`config.mk`:
```
export PLATFORM = sky130hd
export DESIGN_NAME = jle_exec
export DESIGN_NICKNAME = d
export VERILOG_FILES = /design/src/hdl/jle_cond_eval.v /design/src/hdl/jle_exec.v
export VERILOG_INCLUDE_DIRS = /design/src /design/src/hdl
export SDC_FILE = /design/constraint.sdc
export NUM_CORES = 1
export LEC_CHECK = 0
export ABC_AREA = 1
export BUFFER_PORTS_ARGS = -buffer_cell sky130_fd_sc_hd__buf_2
export CAP_MARGIN = 20
export CORE_AREA = 4 4 135 137
export DETAILED_ROUTE_END_ITERATION = 7
export DIE_AREA = 0 0 139 141
export GPL_TIMING_DRIVEN = 0
export PLACE_DENSITY = 0.84
export SYNTH_ARGS = -nofsm -noshare
export SYNTH_HDL_FRONTEND = slang
export SYNTH_SLANG_ARGS = --single-unit
```
`constraint.sdc`:
```
create_clock -name clk_sys -period 4.54 [get_ports clk_sys]
set_input_delay 0.227 -clock clk_sys [delete_from_list [all_inputs] [get_ports clk_sys]]
set_output_delay 0.227 -clock clk_sys [all_outputs]
set_load 0.01 [all_outputs]
```
`src/hdl/jle_regs.vh`:
```
// Purpose: Constants for the jump and load execution unit.
// Assumes: 8-bit register file, 16-bit program counter.
// Notes:   Opcodes, addressing prefixes and cycle counts.
`ifndef JLE_REGS_VH
`define JLE_REGS_VH

`define JLE_WREG_PREFIX     4'he
`define JLE_IMASK_ADDR      8'hfb
`define JLE_RJ_LOW_NIBBLE   4'hb
`define JLE_JP_LOW_NIBBLE   4'hd
`define JLE_LDI_LOW_NIBBLE  4'hc
`define JLE_LDR_LOW_NIBBLE  4'h8
`define JLE_STR_LOW_NIBBLE  4'h9
`define JLE_OP_JP_IND       8'h30
`define JLE_OP_LD_R_IR      8'he3
`define JLE_OP_LD_IR_R      8'hf3
`define JLE_OP_LD_R_R       8'he4
`define JLE_OP_LD_R_IND     8'he5
`define JLE_OP_LD_R_IM      8'he6
`define JLE_OP_LD_IND_IM    8'he7
`define JLE_OP_LD_IND_R     8'hf5
`define JLE_OP_LD_X_FROM    8'hc7
`define JLE_OP_LD_X_TO      8'hd7
`define JLE_OP_LDC_FROM     8'hc2
`define JLE_OP_LDC_TO       8'hd2
`define JLE_CYC_SHORT       8'h06
`define JLE_CYC_JP_IND      8'h08
`define JLE_CYC_LONG        8'h0a
`define JLE_CYC_TAKEN       8'h0c
`define JLE_CYC_NOT_TAKEN   8'h0a
`define JLE_CYC_LDC         8'h0c

`endif

```
`src/hdl/jle_cond_eval.v`:
```
// Purpose: Evaluates the 4-bit condition field against the flags.
// Assumes: Flags arrive as carry, zero, sign, overflow.
// Notes:   Upper eight codes are the complements of the lower eight.
module jle_cond_eval (
    // Condition and flags
    input  wire [3:0] condition_field,
    input  wire       flag_c,
    input  wire       flag_z,
    input  wire       flag_s,
    input  wire       flag_v,
    // Result
    output reg        cond_true
);
    reg base;
    always @* begin
        base = 1'b0;
        case (condition_field[2:0])
            3'h0: base = 1'b0;
            3'h1: base = flag_s ^ flag_v;
            3'h2: base = flag_z | (flag_s ^ flag_v);
            3'h3: base = flag_c | flag_z;
            3'h4: base = flag_v;
            3'h5: base = flag_s;
            3'h6: base = flag_z;
            default: base = flag_c;
        endcase
        // Code 8 is the always-true form, as the complement of never.
        cond_true = condition_field[3] ? ~base : base;
    end
endmodule // jle_cond_eval

```
`src/hdl/jle_exec.v`:
```
// Purpose: Decode and execute jump, relative jump, load and program memory load.
// Assumes: Register file and program memory answer combinationally in the same cycle.
// Notes:   The PC presented at start points past the whole instruction; operand bytes arrive as inputs.
`include "jle_regs.vh"

module jle_exec (
    // Clock and reset
    input  wire        clk_sys,
    input  wire        reset_n,
    // Instruction
    input  wire        start,
    input  wire [7:0]  opcode,
    input  wire [7:0]  operand1,
    input  wire [7:0]  operand2,
    input  wire [15:0] pc_in,
    input  wire [3:0]  wreg_group,
    // Flags in and out
    input  wire [7:0]  flags_in,
    output reg  [7:0]  flags_out,
    // Register file read ports
    output wire [7:0]  rf_raddr_a,
    input  wire [7:0]  rf_rdata_a,
    output wire [7:0]  rf_raddr_b,
    input  wire [7:0]  rf_rdata_b,
    // Register file write port
    output reg         rf_we,
    output reg  [7:0]  rf_waddr,
    output reg  [7:0]  rf_wdata,
    // Program memory
    output reg         pm_re,
    output reg         pm_we,
    output reg  [15:0] pm_addr,
    output reg  [7:0]  pm_wdata,
    input  wire [7:0]  pm_rdata,
    // Results
    output reg         pc_load,
    output reg  [15:0] pc_out,
    output reg  [7:0]  interrupt_enable_mask,
    output reg         busy,
    output reg         done,
    output reg  [7:0]  cycles,
    output reg         illegal
);
    localparam ST_IDLE = 2'd0;
    localparam ST_ADDR = 2'd1;
    localparam ST_WAIT = 2'd2;

    reg [1:0]  state;
    reg [1:0]  next_state;
    reg [7:0]  wait_cnt;
    reg [7:0]  next_wait_cnt;
    reg [7:0]  op_q;
    reg [7:0]  o1_q;
    reg [7:0]  o2_q;
    reg [15:0] pc_q;
    reg [7:0]  ptr_q;

    wire       cond_true;
    jle_cond_eval u_cond (
        .condition_field (op_q[7:4]),
        .flag_c          (flags_in[7]),
        .flag_z          (flags_in[6]),
        .flag_s          (flags_in[5]),
        .flag_v          (flags_in[4]),
        .cond_true       (cond_true)
    );

    // Working register address expansion.
    function [7:0] fa;
        input [7:0] b;
        begin
            if (b[7:4] == `JLE_WREG_PREFIX) begin
                fa = {wreg_group, b[3:0]};
            end else begin
                fa = b;
            end
        end
    endfunction

    function [7:0] wr;
        input [3:0] n;
        begin
            wr = {wreg_group, n};
        end
    endfunction

    wire [7:0] ind_pair = fa(o1_q);

    // Read port steering: phase 0 reads pointers/sources, phase 1 follows them.
    reg [7:0] ra_a;
    reg [7:0] ra_b;
    reg       two_phase;
    always @* begin
        ra_a = 8'h00;
        ra_b = 8'h00;
        two_phase = 1'b0;
        if (op_q == `JLE_OP_JP_IND) begin
            ra_a = {ind_pair[7:1], 1'b0};
            ra_b = {ind_pair[7:1], 1'b1};
        end else if (op_q == `JLE_OP_LD_R_IR) begin
            ra_a = wr(o1_q[3:0]);
            two_phase = 1'b1;
        end else if (op_q == `JLE_OP_LD_IR_R) begin
            ra_a = wr(o1_q[7:4]);
            ra_b = wr(o1_q[3:0]);
        end else if (op_q == `JLE_OP_LD_R_R || op_q == `JLE_OP_LD_IND_R) begin
            ra_a = fa(o1_q);
            ra_b = fa(o2_q);
        end else if (op_q == `JLE_OP_LD_R_IND) begin
            ra_a = fa(o1_q);
            two_phase = 1'b1;
        end else if (op_q == `JLE_OP_LD_IND_IM) begin
            ra_a = fa(o1_q);
        end else if (op_q == `JLE_OP_LD_X_FROM || op_q == `JLE_OP_LD_X_TO) begin
            ra_a = wr(o1_q[3:0]);
            ra_b = wr(o1_q[7:4]);
            two_phase = (op_q == `JLE_OP_LD_X_FROM);
        end else if (op_q == `JLE_OP_LDC_FROM || op_q == `JLE_OP_LDC_TO) begin
            ra_a = wr({o1_q[3:1], 1'b0});
            ra_b = wr({o1_q[3:1], 1'b1});
        end else if (op_q[3:0] == `JLE_STR_LOW_NIBBLE) begin
            ra_a = wr(op_q[7:4]);
        end else if (op_q[3:0] == `JLE_LDR_LOW_NIBBLE) begin
            ra_a = fa(o1_q);
        end
        // A fetched pointer is a full address, so it is not expanded as an operand byte.
        if (state == ST_WAIT && two_phase) begin
            ra_a = ptr_q;
        end else if (state == ST_WAIT && op_q == `JLE_OP_LDC_TO) begin
            ra_a = wr(o1_q[7:4]);
        end
    end
    assign rf_raddr_a = ra_a;
    assign rf_raddr_b = ra_b;

    wire [15:0] disp_ext = {{8{o1_q[7]}}, o1_q};
    // PC at start already points past the two-byte relative jump.
    wire [15:0] rel_target = pc_q + disp_ext;

    reg [7:0] cyc_sel;
    always @* begin
        cyc_sel = `JLE_CYC_LONG;
        if (opcode[3:0] == `JLE_RJ_LOW_NIBBLE || opcode[3:0] == `JLE_JP_LOW_NIBBLE) begin
            cyc_sel = `JLE_CYC_NOT_TAKEN;
        end else if (opcode == `JLE_OP_JP_IND) begin
            cyc_sel = `JLE_CYC_JP_IND;
        end else if (opcode == `JLE_OP_LDC_FROM || opcode == `JLE_OP_LDC_TO) begin
            cyc_sel = `JLE_CYC_LDC;
        end else if (opcode == `JLE_OP_LD_R_IR || opcode == `JLE_OP_LD_IR_R ||
                     opcode[3:0] == `JLE_LDI_LOW_NIBBLE || opcode[3:0] == `JLE_LDR_LOW_NIBBLE ||
                     opcode[3:0] == `JLE_STR_LOW_NIBBLE) begin
            cyc_sel = `JLE_CYC_SHORT;
        end
    end

    always @* begin
        next_state = state;
        next_wait_cnt = wait_cnt;
        case (state)
            ST_IDLE: begin
                if (start) begin
                    next_state = ST_ADDR;
                    next_wait_cnt = cyc_sel - 8'h02;
                end
            end
            ST_ADDR: begin
                next_state = ST_WAIT;
            end
            ST_WAIT: begin
                if (wait_cnt == 8'h00) begin
                    next_state = ST_IDLE;
                end else begin
                    next_wait_cnt = wait_cnt - 8'h01;
                end
            end
            default: next_state = ST_IDLE;
        endcase
    end

    always @(posedge clk_sys or negedge reset_n) begin
        if (!reset_n) begin
            state <= ST_IDLE;
            wait_cnt <= 8'h00;
            op_q <= 8'h00;
            o1_q <= 8'h00;
            o2_q <= 8'h00;
            pc_q <= 16'h0000;
            ptr_q <= 8'h00;
            flags_out <= 8'h00;
            rf_we <= 1'b0;
            rf_waddr <= 8'h00;
            rf_wdata <= 8'h00;
            pm_re <= 1'b0;
            pm_we <= 1'b0;
            pm_addr <= 16'h0000;
            pm_wdata <= 8'h00;
            pc_load <= 1'b0;
            pc_out <= 16'h0000;
            interrupt_enable_mask <= 8'h00;
            busy <= 1'b0;
            done <= 1'b0;
            cycles <= 8'h00;
            illegal <= 1'b0;
        end else begin
            state <= next_state;
            wait_cnt <= next_wait_cnt;
            rf_we <= 1'b0;
            pm_re <= 1'b0;
            pm_we <= 1'b0;
            pc_load <= 1'b0;
            done <= 1'b0;
            flags_out <= flags_in;
            if (rf_we && rf_waddr == `JLE_IMASK_ADDR) begin
                interrupt_enable_mask <= rf_wdata;
            end
            if (state == ST_IDLE && start) begin
                op_q <= opcode;
                o1_q <= operand1;
                o2_q <= operand2;
                pc_q <= pc_in;
                busy <= 1'b1;
                cycles <= cyc_sel;
                illegal <= 1'b0;
            end
            if (state == ST_ADDR) begin
                ptr_q <= rf_rdata_a;
                if (op_q[3:0] == `JLE_RJ_LOW_NIBBLE) begin
                    if (cond_true) begin
                        pc_load <= 1'b1;
                        pc_out <= rel_target;
                        cycles <= `JLE_CYC_TAKEN;
                        wait_cnt <= next_wait_cnt + 8'h02;
                    end
                end else if (op_q[3:0] == `JLE_JP_LOW_NIBBLE) begin
                    if (cond_true) begin
                        pc_load <= 1'b1;
                        pc_out <= {o1_q, o2_q};
                        cycles <= `JLE_CYC_TAKEN;
                        wait_cnt <= next_wait_cnt + 8'h02;
                    end
                end else if (op_q == `JLE_OP_JP_IND) begin
                    pc_load <= 1'b1;
                    pc_out <= {rf_rdata_a, rf_rdata_b};
                end else if (op_q == `JLE_OP_LD_IR_R) begin
                    rf_we <= 1'b1;
                    rf_waddr <= rf_rdata_a;
                    rf_wdata <= rf_rdata_b;
                end else if (op_q == `JLE_OP_LD_R_R) begin
                    rf_we <= 1'b1;
                    rf_waddr <= fa(o2_q);
                    rf_wdata <= rf_rdata_a;
                end else if (op_q == `JLE_OP_LD_IND_R) begin
                    rf_we <= 1'b1;
                    rf_waddr <= rf_rdata_b;
                    rf_wdata <= rf_rdata_a;
                end else if (op_q == `JLE_OP_LD_R_IM) begin
                    rf_we <= 1'b1;
                    rf_waddr <= fa(o1_q);
                    rf_wdata <= o2_q;
                end else if (op_q == `JLE_OP_LD_IND_IM) begin
                    rf_we <= 1'b1;
                    rf_waddr <= rf_rdata_a;
                    rf_wdata <= o2_q;
                end else if (op_q == `JLE_OP_LD_X_FROM) begin
                    ptr_q <= o2_q + rf_rdata_a;
                end else if (op_q == `JLE_OP_LD_X_TO) begin
                    rf_we <= 1'b1;
                    rf_waddr <= o2_q + rf_rdata_a;
                    rf_wdata <= rf_rdata_b;
                end else if (op_q == `JLE_OP_LDC_FROM) begin
                    pm_re <= 1'b1;
                    pm_addr <= {rf_rdata_a, rf_rdata_b};
                end else if (op_q == `JLE_OP_LDC_TO) begin
                    // Both read ports hold the pair now; the data byte is read in the second phase.
                    pm_addr <= {rf_rdata_a, rf_rdata_b};
                end else if (op_q[3:0] == `JLE_LDI_LOW_NIBBLE) begin
                    rf_we <= 1'b1;
                    rf_waddr <= wr(op_q[7:4]);
                    rf_wdata <= o1_q;
                end else if (op_q[3:0] == `JLE_LDR_LOW_NIBBLE) begin
                    rf_we <= 1'b1;
                    rf_waddr <= wr(op_q[7:4]);
                    rf_wdata <= rf_rdata_a;
                end else if (op_q[3:0] == `JLE_STR_LOW_NIBBLE) begin
                    rf_we <= 1'b1;
                    rf_waddr <= fa(o1_q);
                    rf_wdata <= rf_rdata_a;
                end else if (op_q != `JLE_OP_LD_R_IR && op_q != `JLE_OP_LD_R_IND) begin
                    illegal <= 1'b1;
                end
            end
            // Second phase: follow a pointer, complete a program memory read or perform the program memory write.
            if (state == ST_WAIT && wait_cnt == cycles - 8'h03) begin
                if (op_q == `JLE_OP_LD_R_IR) begin
                    rf_we <= 1'b1;
                    rf_waddr <= wr(o1_q[7:4]);
                    rf_wdata <= rf_rdata_a;
                end else if (op_q == `JLE_OP_LD_R_IND) begin
                    rf_we <= 1'b1;
                    rf_waddr <= fa(o2_q);
                    rf_wdata <= rf_rdata_a;
                end else if (op_q == `JLE_OP_LD_X_FROM) begin
                    rf_we <= 1'b1;
                    rf_waddr <= wr(o1_q[7:4]);
                    rf_wdata <= rf_rdata_a;
                end else if (op_q == `JLE_OP_LDC_FROM) begin
                    rf_we <= 1'b1;
                    rf_waddr <= wr(o1_q[7:4]);
                    rf_wdata <= pm_rdata;
                end else if (op_q == `JLE_OP_LDC_TO) begin
                    pm_we <= 1'b1;
                    pm_wdata <= rf_rdata_a;
                end
            end
            if (state == ST_WAIT && wait_cnt == 8'h00) begin
                busy <= 1'b0;
                done <= 1'b1;
            end
        end
    end
endmodule // jle_exec

```
Word-level counts from Yosys, hierarchy flattened --
Cells that the tools add are included. W data, S select, Z words.
Storage, ports and cells: flip-flop bits (word level) 145, input bits 79, logic and storage cells 289, output and inout port bits 103
Operators by class: bitwise logic cells 17, eq/ne operators 45, reduce and logical (&&, ||, !) cells 26, $add $sub $neg 6, multiplexer cells 173
Operators with widths (number):
- $mux W8 | 84
- $eq A8 B8 Y1 const B | 16
- $mux W16 | 7
- $mux W1 | 73
- $eq A4 B4 Y1 const B | 12
- $add A16 B16 Y16 | 1
- $eq A8 B6 Y1 const B | 2
- $mux W4 | 4
- $ne A8 B8 Y1 const B | 2
- $pmux W8 S2 | 1
- $sub A8 B2 Y8 const B | 2
- $not A1 Y1 | 14
- $reduce_and A12 Y1 | 1
- $eq A3 B3 Y1 const B | 3
- $logic_or A1 B1 Y1 | 9
- $add A8 B2 Y8 const B | 1
- $add A8 B8 Y8 | 1
- $eq A8 B8 Y1 | 1
- $logic_not A8 Y1 | 1
- $ne A2 B2 Y1 const B | 4
- $sub A8 B1 Y8 const B | 1
- $logic_and A1 B1 Y1 | 7
- $pmux W1 S7 | 1
- $eq A3 B2 Y1 const B | 2
- other kinds (14) | 17

Depth between registers and ports, before layout --
depth in word-level cells 23, mapped depth 19, mapped depth without buffers 18

Hierarchy --
Synthesis repeated with hierarchy kept, for this count alone.
Unflattened totals: cell total of the unflattened synthesis 1442, area, all modules 10133.5 µm²
By module, submodules not included:
- jle_exec | instances 1, seq. area each 3628.5 µm², area each 10024.6 µm², cells an instance 1416
- jle_cond_eval | instances 1, seq. area each 0.0 µm², area each 108.9 µm², cells an instance 26

Least setup slack after synthesis --
OpenSTA, ideal clock, no wires.
path type register to register, start point register o1_q[0], end point register pc_out[12], required time 4.423 ns, setup time 0.117 ns, stages on the path, launching flop included 18, setup slack 2.188 ns, buffers on the path 0, data arrival time 2.236 ns, clock period less this slack 2.352 ns, cells stage by stage dfrtp_1 -> ha_1 -> inv_1 -> fa_1 -> inv_1 -> nand3_1 -> nand2_1 -> inv_1 -> nor2_1 -> nor2_1 -> o21ai_0 -> a21boi_0 -> o21ai_0 -> a21oi_1 -> o21ai_0 -> nand2_1 -> nand2_1 -> nand2_1
On the way: longest elaborated chain between the ends 3
RTL lines:
- start: declaration | line jle_exec.v:53 | reg [7:0] o1_q;
- start signal: assignment | line jle_exec.v:218 | o1_q <= operand1;
- $add A16 B16 Y16 | line jle_exec.v:138 | wire [15:0] rel_target = pc_q + disp_ext;
- $mux W16 | line jle_exec.v:228 | if (cond_true) begin
- $mux W16 | line jle_exec.v:227 | if (op_q[3:0] == `JLE_RJ_LOW_NIBBLE) begin
- end signal: assignment | line jle_exec.v:230 | pc_out <= rel_target;
- end signal: assignment | line jle_exec.v:237 | pc_out <= {o1_q, o2_q};
- end signal: assignment | line jle_exec.v:243 | pc_out <= {rf_rdata_a, rf_rdata_b};
- end: declaration | line jle_exec.v:37 | output reg [15:0] pc_out,
No other way between the ends. The select of a mux whose other input is x is not followed. A chain may end at the register's enable or synchronous reset.

Worst setup path after layout --
start point register o1_q[7], end point output rf_raddr_a[6]
On the way: longest elaborated chain between the ends 14
RTL lines:
- $eq A4 B4 Y1 (no line) *
- $mux W8 * | line jle_exec.v:72 | if (b[7:4] == `JLE_WREG_PREFIX) begin
- $mux W8 | line jle_exec.v:123 | end else if (op_q[3:0] == `JLE_LDR_LOW_NIBBLE) begin
- $mux W8 | line jle_exec.v:121 | end else if (op_q[3:0] == `JLE_STR_LOW_NIBBLE) begin
- $mux W8 | line jle_exec.v:118 | end else if (op_q == `JLE_OP_LDC_FROM || op_q == `JLE_OP_LDC_TO) begin
- $mux W8 | line jle_exec.v:114 | end else if (op_q == `JLE_OP_LD_X_FROM || op_q == `JLE_OP_LD_X_TO) begin
- $mux W8 | line jle_exec.v:112 | end else if (op_q == `JLE_OP_LD_IND_IM) begin
- $mux W8 | line jle_exec.v:109 | end else if (op_q == `JLE_OP_LD_R_IND) begin
- $mux W8 | line jle_exec.v:106 | end else if (op_q == `JLE_OP_LD_R_R || op_q == `JLE_OP_LD_IND_R) begin
- $mux W8 | line jle_exec.v:103 | end else if (op_q == `JLE_OP_LD_IR_R) begin
- $mux W8 | line jle_exec.v:100 | end else if (op_q == `JLE_OP_LD_R_IR) begin
- $mux W8 * | line jle_exec.v:97 | if (op_q == `JLE_OP_JP_IND) begin
- $mux W8 * | line jle_exec.v:129 | end else if (state == ST_WAIT && op_q == `JLE_OP_LDC_TO) begin
- $mux W8 * | line jle_exec.v:127 | if (state == ST_WAIT && two_phase) begin
- end: declaration | line jle_exec.v:21 | output wire [7:0] rf_raddr_a,
Mark *: on every way between the ends. The rest lies on a longest branch, timed or not.

==> impl_metrics.ini <==
[clocking]
path_clk_slew_ns = 0.07
cts_tree = built
postCtsHoldBufs = 16
root_buffer = clkbuf_16
cts_buffers = 17
clk_latency_ns = 0.44
cts_resized = 0
clk_path_buf_depth = 2
clock-sinks = 145
htreeDepth = 4
cts_setup_buffers = 0

[setup_path]
crit_fanout = 9
cp.required_ns = 4.31
cpMaxStageDelayCell = clkbuf_1
path_common_cell = o21ai_1
r2r-start = o1_q[1]
worst_path_largest_cell_delay_ns = 0.63
crit_path_start = o1_q[7]
start_kind = register
critPathArrivalTime_ns = 3.01
cp-end-kind = output pin
crit_type = reg -> out
cp_cell_sequence = clkbuf_1 > inv_1 > nor2_1 > a31oi_1 > a221oi_1 > a21oi_1 > o21ai_1 > o21ai_1 > buf_2

[global_route]
grt_max_degree = 87
antenna_found_initial = 1
grt_usage_pct = 39.5
first_global_vias = 10800
grt_pass1_wl_mm = 60.3
grt.overflow.total = 0

[layout]
finalInstanceArea_mm2 = 0.0120
antenna_cells = 0
layout_common_cells = nand2_1, buf_2, inv_1
finalNetCount = 1771
fillers = 1440
fin_cells = 1901
drive_gt1_share_pct = 17.8
final_common_cell = nand2_1
area_growth_pct = 19.1
largest_registers = pc_out x16, pc_q x16, pm_addr x16

[timing]
worst_slew_pin_slew_ns = 0.770
fin_crit_sh_pct = 71.2
finalSetupTns_ns = 0
rsz0062_at_grt = false
layout_min_cycle_time_ns = 3.23
finalHoldViolCount = 0
fmax_mhz = 309
setup_viol = 0
skew_ns = 0.0123
maxSlewViolCount = 0
slew_headroom_pct = 48.7

[worst_hold_path]
hp-start = pc_in[14]
hp-class = in -> reg

[power_and_ir_drop]
power_mw = 7.69
p_leak_nw = 6.28
vdd_drop_max_mv = 0.398
p_per_area_mw_per_mm2 = 639

[run]
maxCapViolCount = 0

[synth]
ys_seq_area_share_pct = 35.9
synth_flop_cell = dfrtp_1
avgSynthCellArea_um2 = 6.98
synth_cells = 1446
synth_top_cell_by_area = dfrtp_1
syn_area_mm2 = 0.0101
synth_top_area_share_pct = 35.9
synth_enable_flop_cells = 0
ys_types = 49
synth_seq_cells = 145
syn-num-nets = 1554
ys_async_sr_fraction_pct = 100
synth_warnings = 0
yosys-top-cells-area = dfrtp_1, nand2_1, o21ai_0

[floorplanning]
dieArea_mm2 = 0.0196
design.core.area_mm2 = 0.0171
die_w_um = 139
initial_core_util_pct = 59.2
rows = 48
fp.dieH_um = 141
num_io_pins = 182

[detailed_routing]
drc_errors = 0
num_vias = 11500
wl_per_cell_um = 20.6
via_per_inst = 6.07
drt_first_pass_iters = 5
drtIter0Drc = 1457
ant_nets = 0
routed_wl_mm = 39.2

[placed_design]
place_congestion = 1.08
dpl-instance-area_mm2 = 0.0113
dp_hpwl_mm = 29.5
post-place-cells = 1853
io_buffers = 181

[status]
outcome = completed
==> cells by family (layout without fill, tap and decap cells) <==
| logic type | after synthesis | after routing | synth area share, % |
|---|---|---|---|
| xor+xnor | 31 | 31 | 2.69 |
| mux | 1 | 1 | 0.112 |
| flops | 145 | 145 | 35.9 |
| fa+ha+maj | 29 | 29 | 3.74 |
| buf+inv | 236 | 466 | 9.19 |
| simple gates | 623 | 623 | 26.8 |
| compound gates | 381 | 381 | 21.5 |
==> cells in the mapped netlist, types with 3 or more instances <==
library cell	count
a211oi_1	6
a21o_1	3
a21oi_1	100
a221oi_1	5
a22oi_1	7
a31oi_1	14
buf_2	19
buf_4	3
clkbuf_1	26
clkinv_1	3
dfrtp_1	145
ha_1	27
inv_1	165
inv_2	18
nand2_1	382
nand2_2	18
nand2_4	4
nand3_1	66
nand4_1	17
nor2_1	90
nor2_2	9
nor2_4	9
nor3_1	14
nor4_1	5
o2111ai_1	11
o211ai_1	23
o21ai_0	148
o21ai_1	28
o21bai_1	6
o221ai_1	8
o22ai_1	10
o31ai_1	6
xnor2_1	13
xor2_1	18
==> critical path, delay by kind of cell (launching register included) <==
kind                   cells  cell delay [ns]
buffers and inverters      3             1.09
DFF                        1             0.53
AOI/OAI and AO/OA          5             0.76
and+or+nand+nor            1             0.20
==> layer usage <==
| layer | up-vias | track usage [%] | wire length, um |
|---|---|---|---|
| li1 | 5275 | - | - |
| met1 | 5293 | 53.1 | 15400 |
| met2 | 807 | 61.8 | 16900 |
| met3 | 168 | 9.70 | 4890 |
| met4 | 2 | 16.2 | 1980 |
| met5 | - | 0 | 12 |
==> through the flow <==
stage          hold slack, ns  util (%)  setup WS, ns
2_1_floorplan         -0.0686         -          2.19
3_3_place_gp            0.337      66.2          1.19
3_5_place_dp            0.237      66.4          1.65
4_1_cts               0.00202      70.5          1.38
5_1_grt               0.00901      70.5          1.12
6_report              0.00221      70.5          1.31
==> final timing paths <==
kind	endpoint	slack, ns	depth (start not counted)
min in group asynchronous	flags_out[2]	0.33	2
worst max register to register	pc_out[12]	1.50	16
worst min-delay path	pc_q[14]	0.002	3
max in group asynchronous	ptr_q[7]	3.38	3
worst max-delay path	rf_raddr_a[6]	1.31	9
worst min register to register	interrupt_enable_mask[1]	0.48	2
==> where the power goes <==
part / internal [mW] / leakage [nW] / switching [mW] / total (mW)
logic: 1.37 / 4.32 / 2.62 / 3.99
clock network: 0.721 / 0.269 / 0.640 / 1.36
registers: 1.75 / 1.69 / 0.585 / 2.34
total: 3.84 / 6.28 / 3.84 / 7.69
==> final cells by class <==
cell class / instances / area, um^2 / area share, %
tap: 225 / 282 / 2.34
buffer: 50 / 230 / 1.91
clock inverter: 13 / 116 / 0.967
timing repair buffer: 198 / 1100 / 9.14
sequential: 145 / 3630 / 30.2
inverter: 186 / 698 / 5.80
clock buffer: 19 / 433 / 3.60
multi-input combinational: 1065 / 5540 / 46.1
No activity file was read; power rests on OpenSTA's default activity.
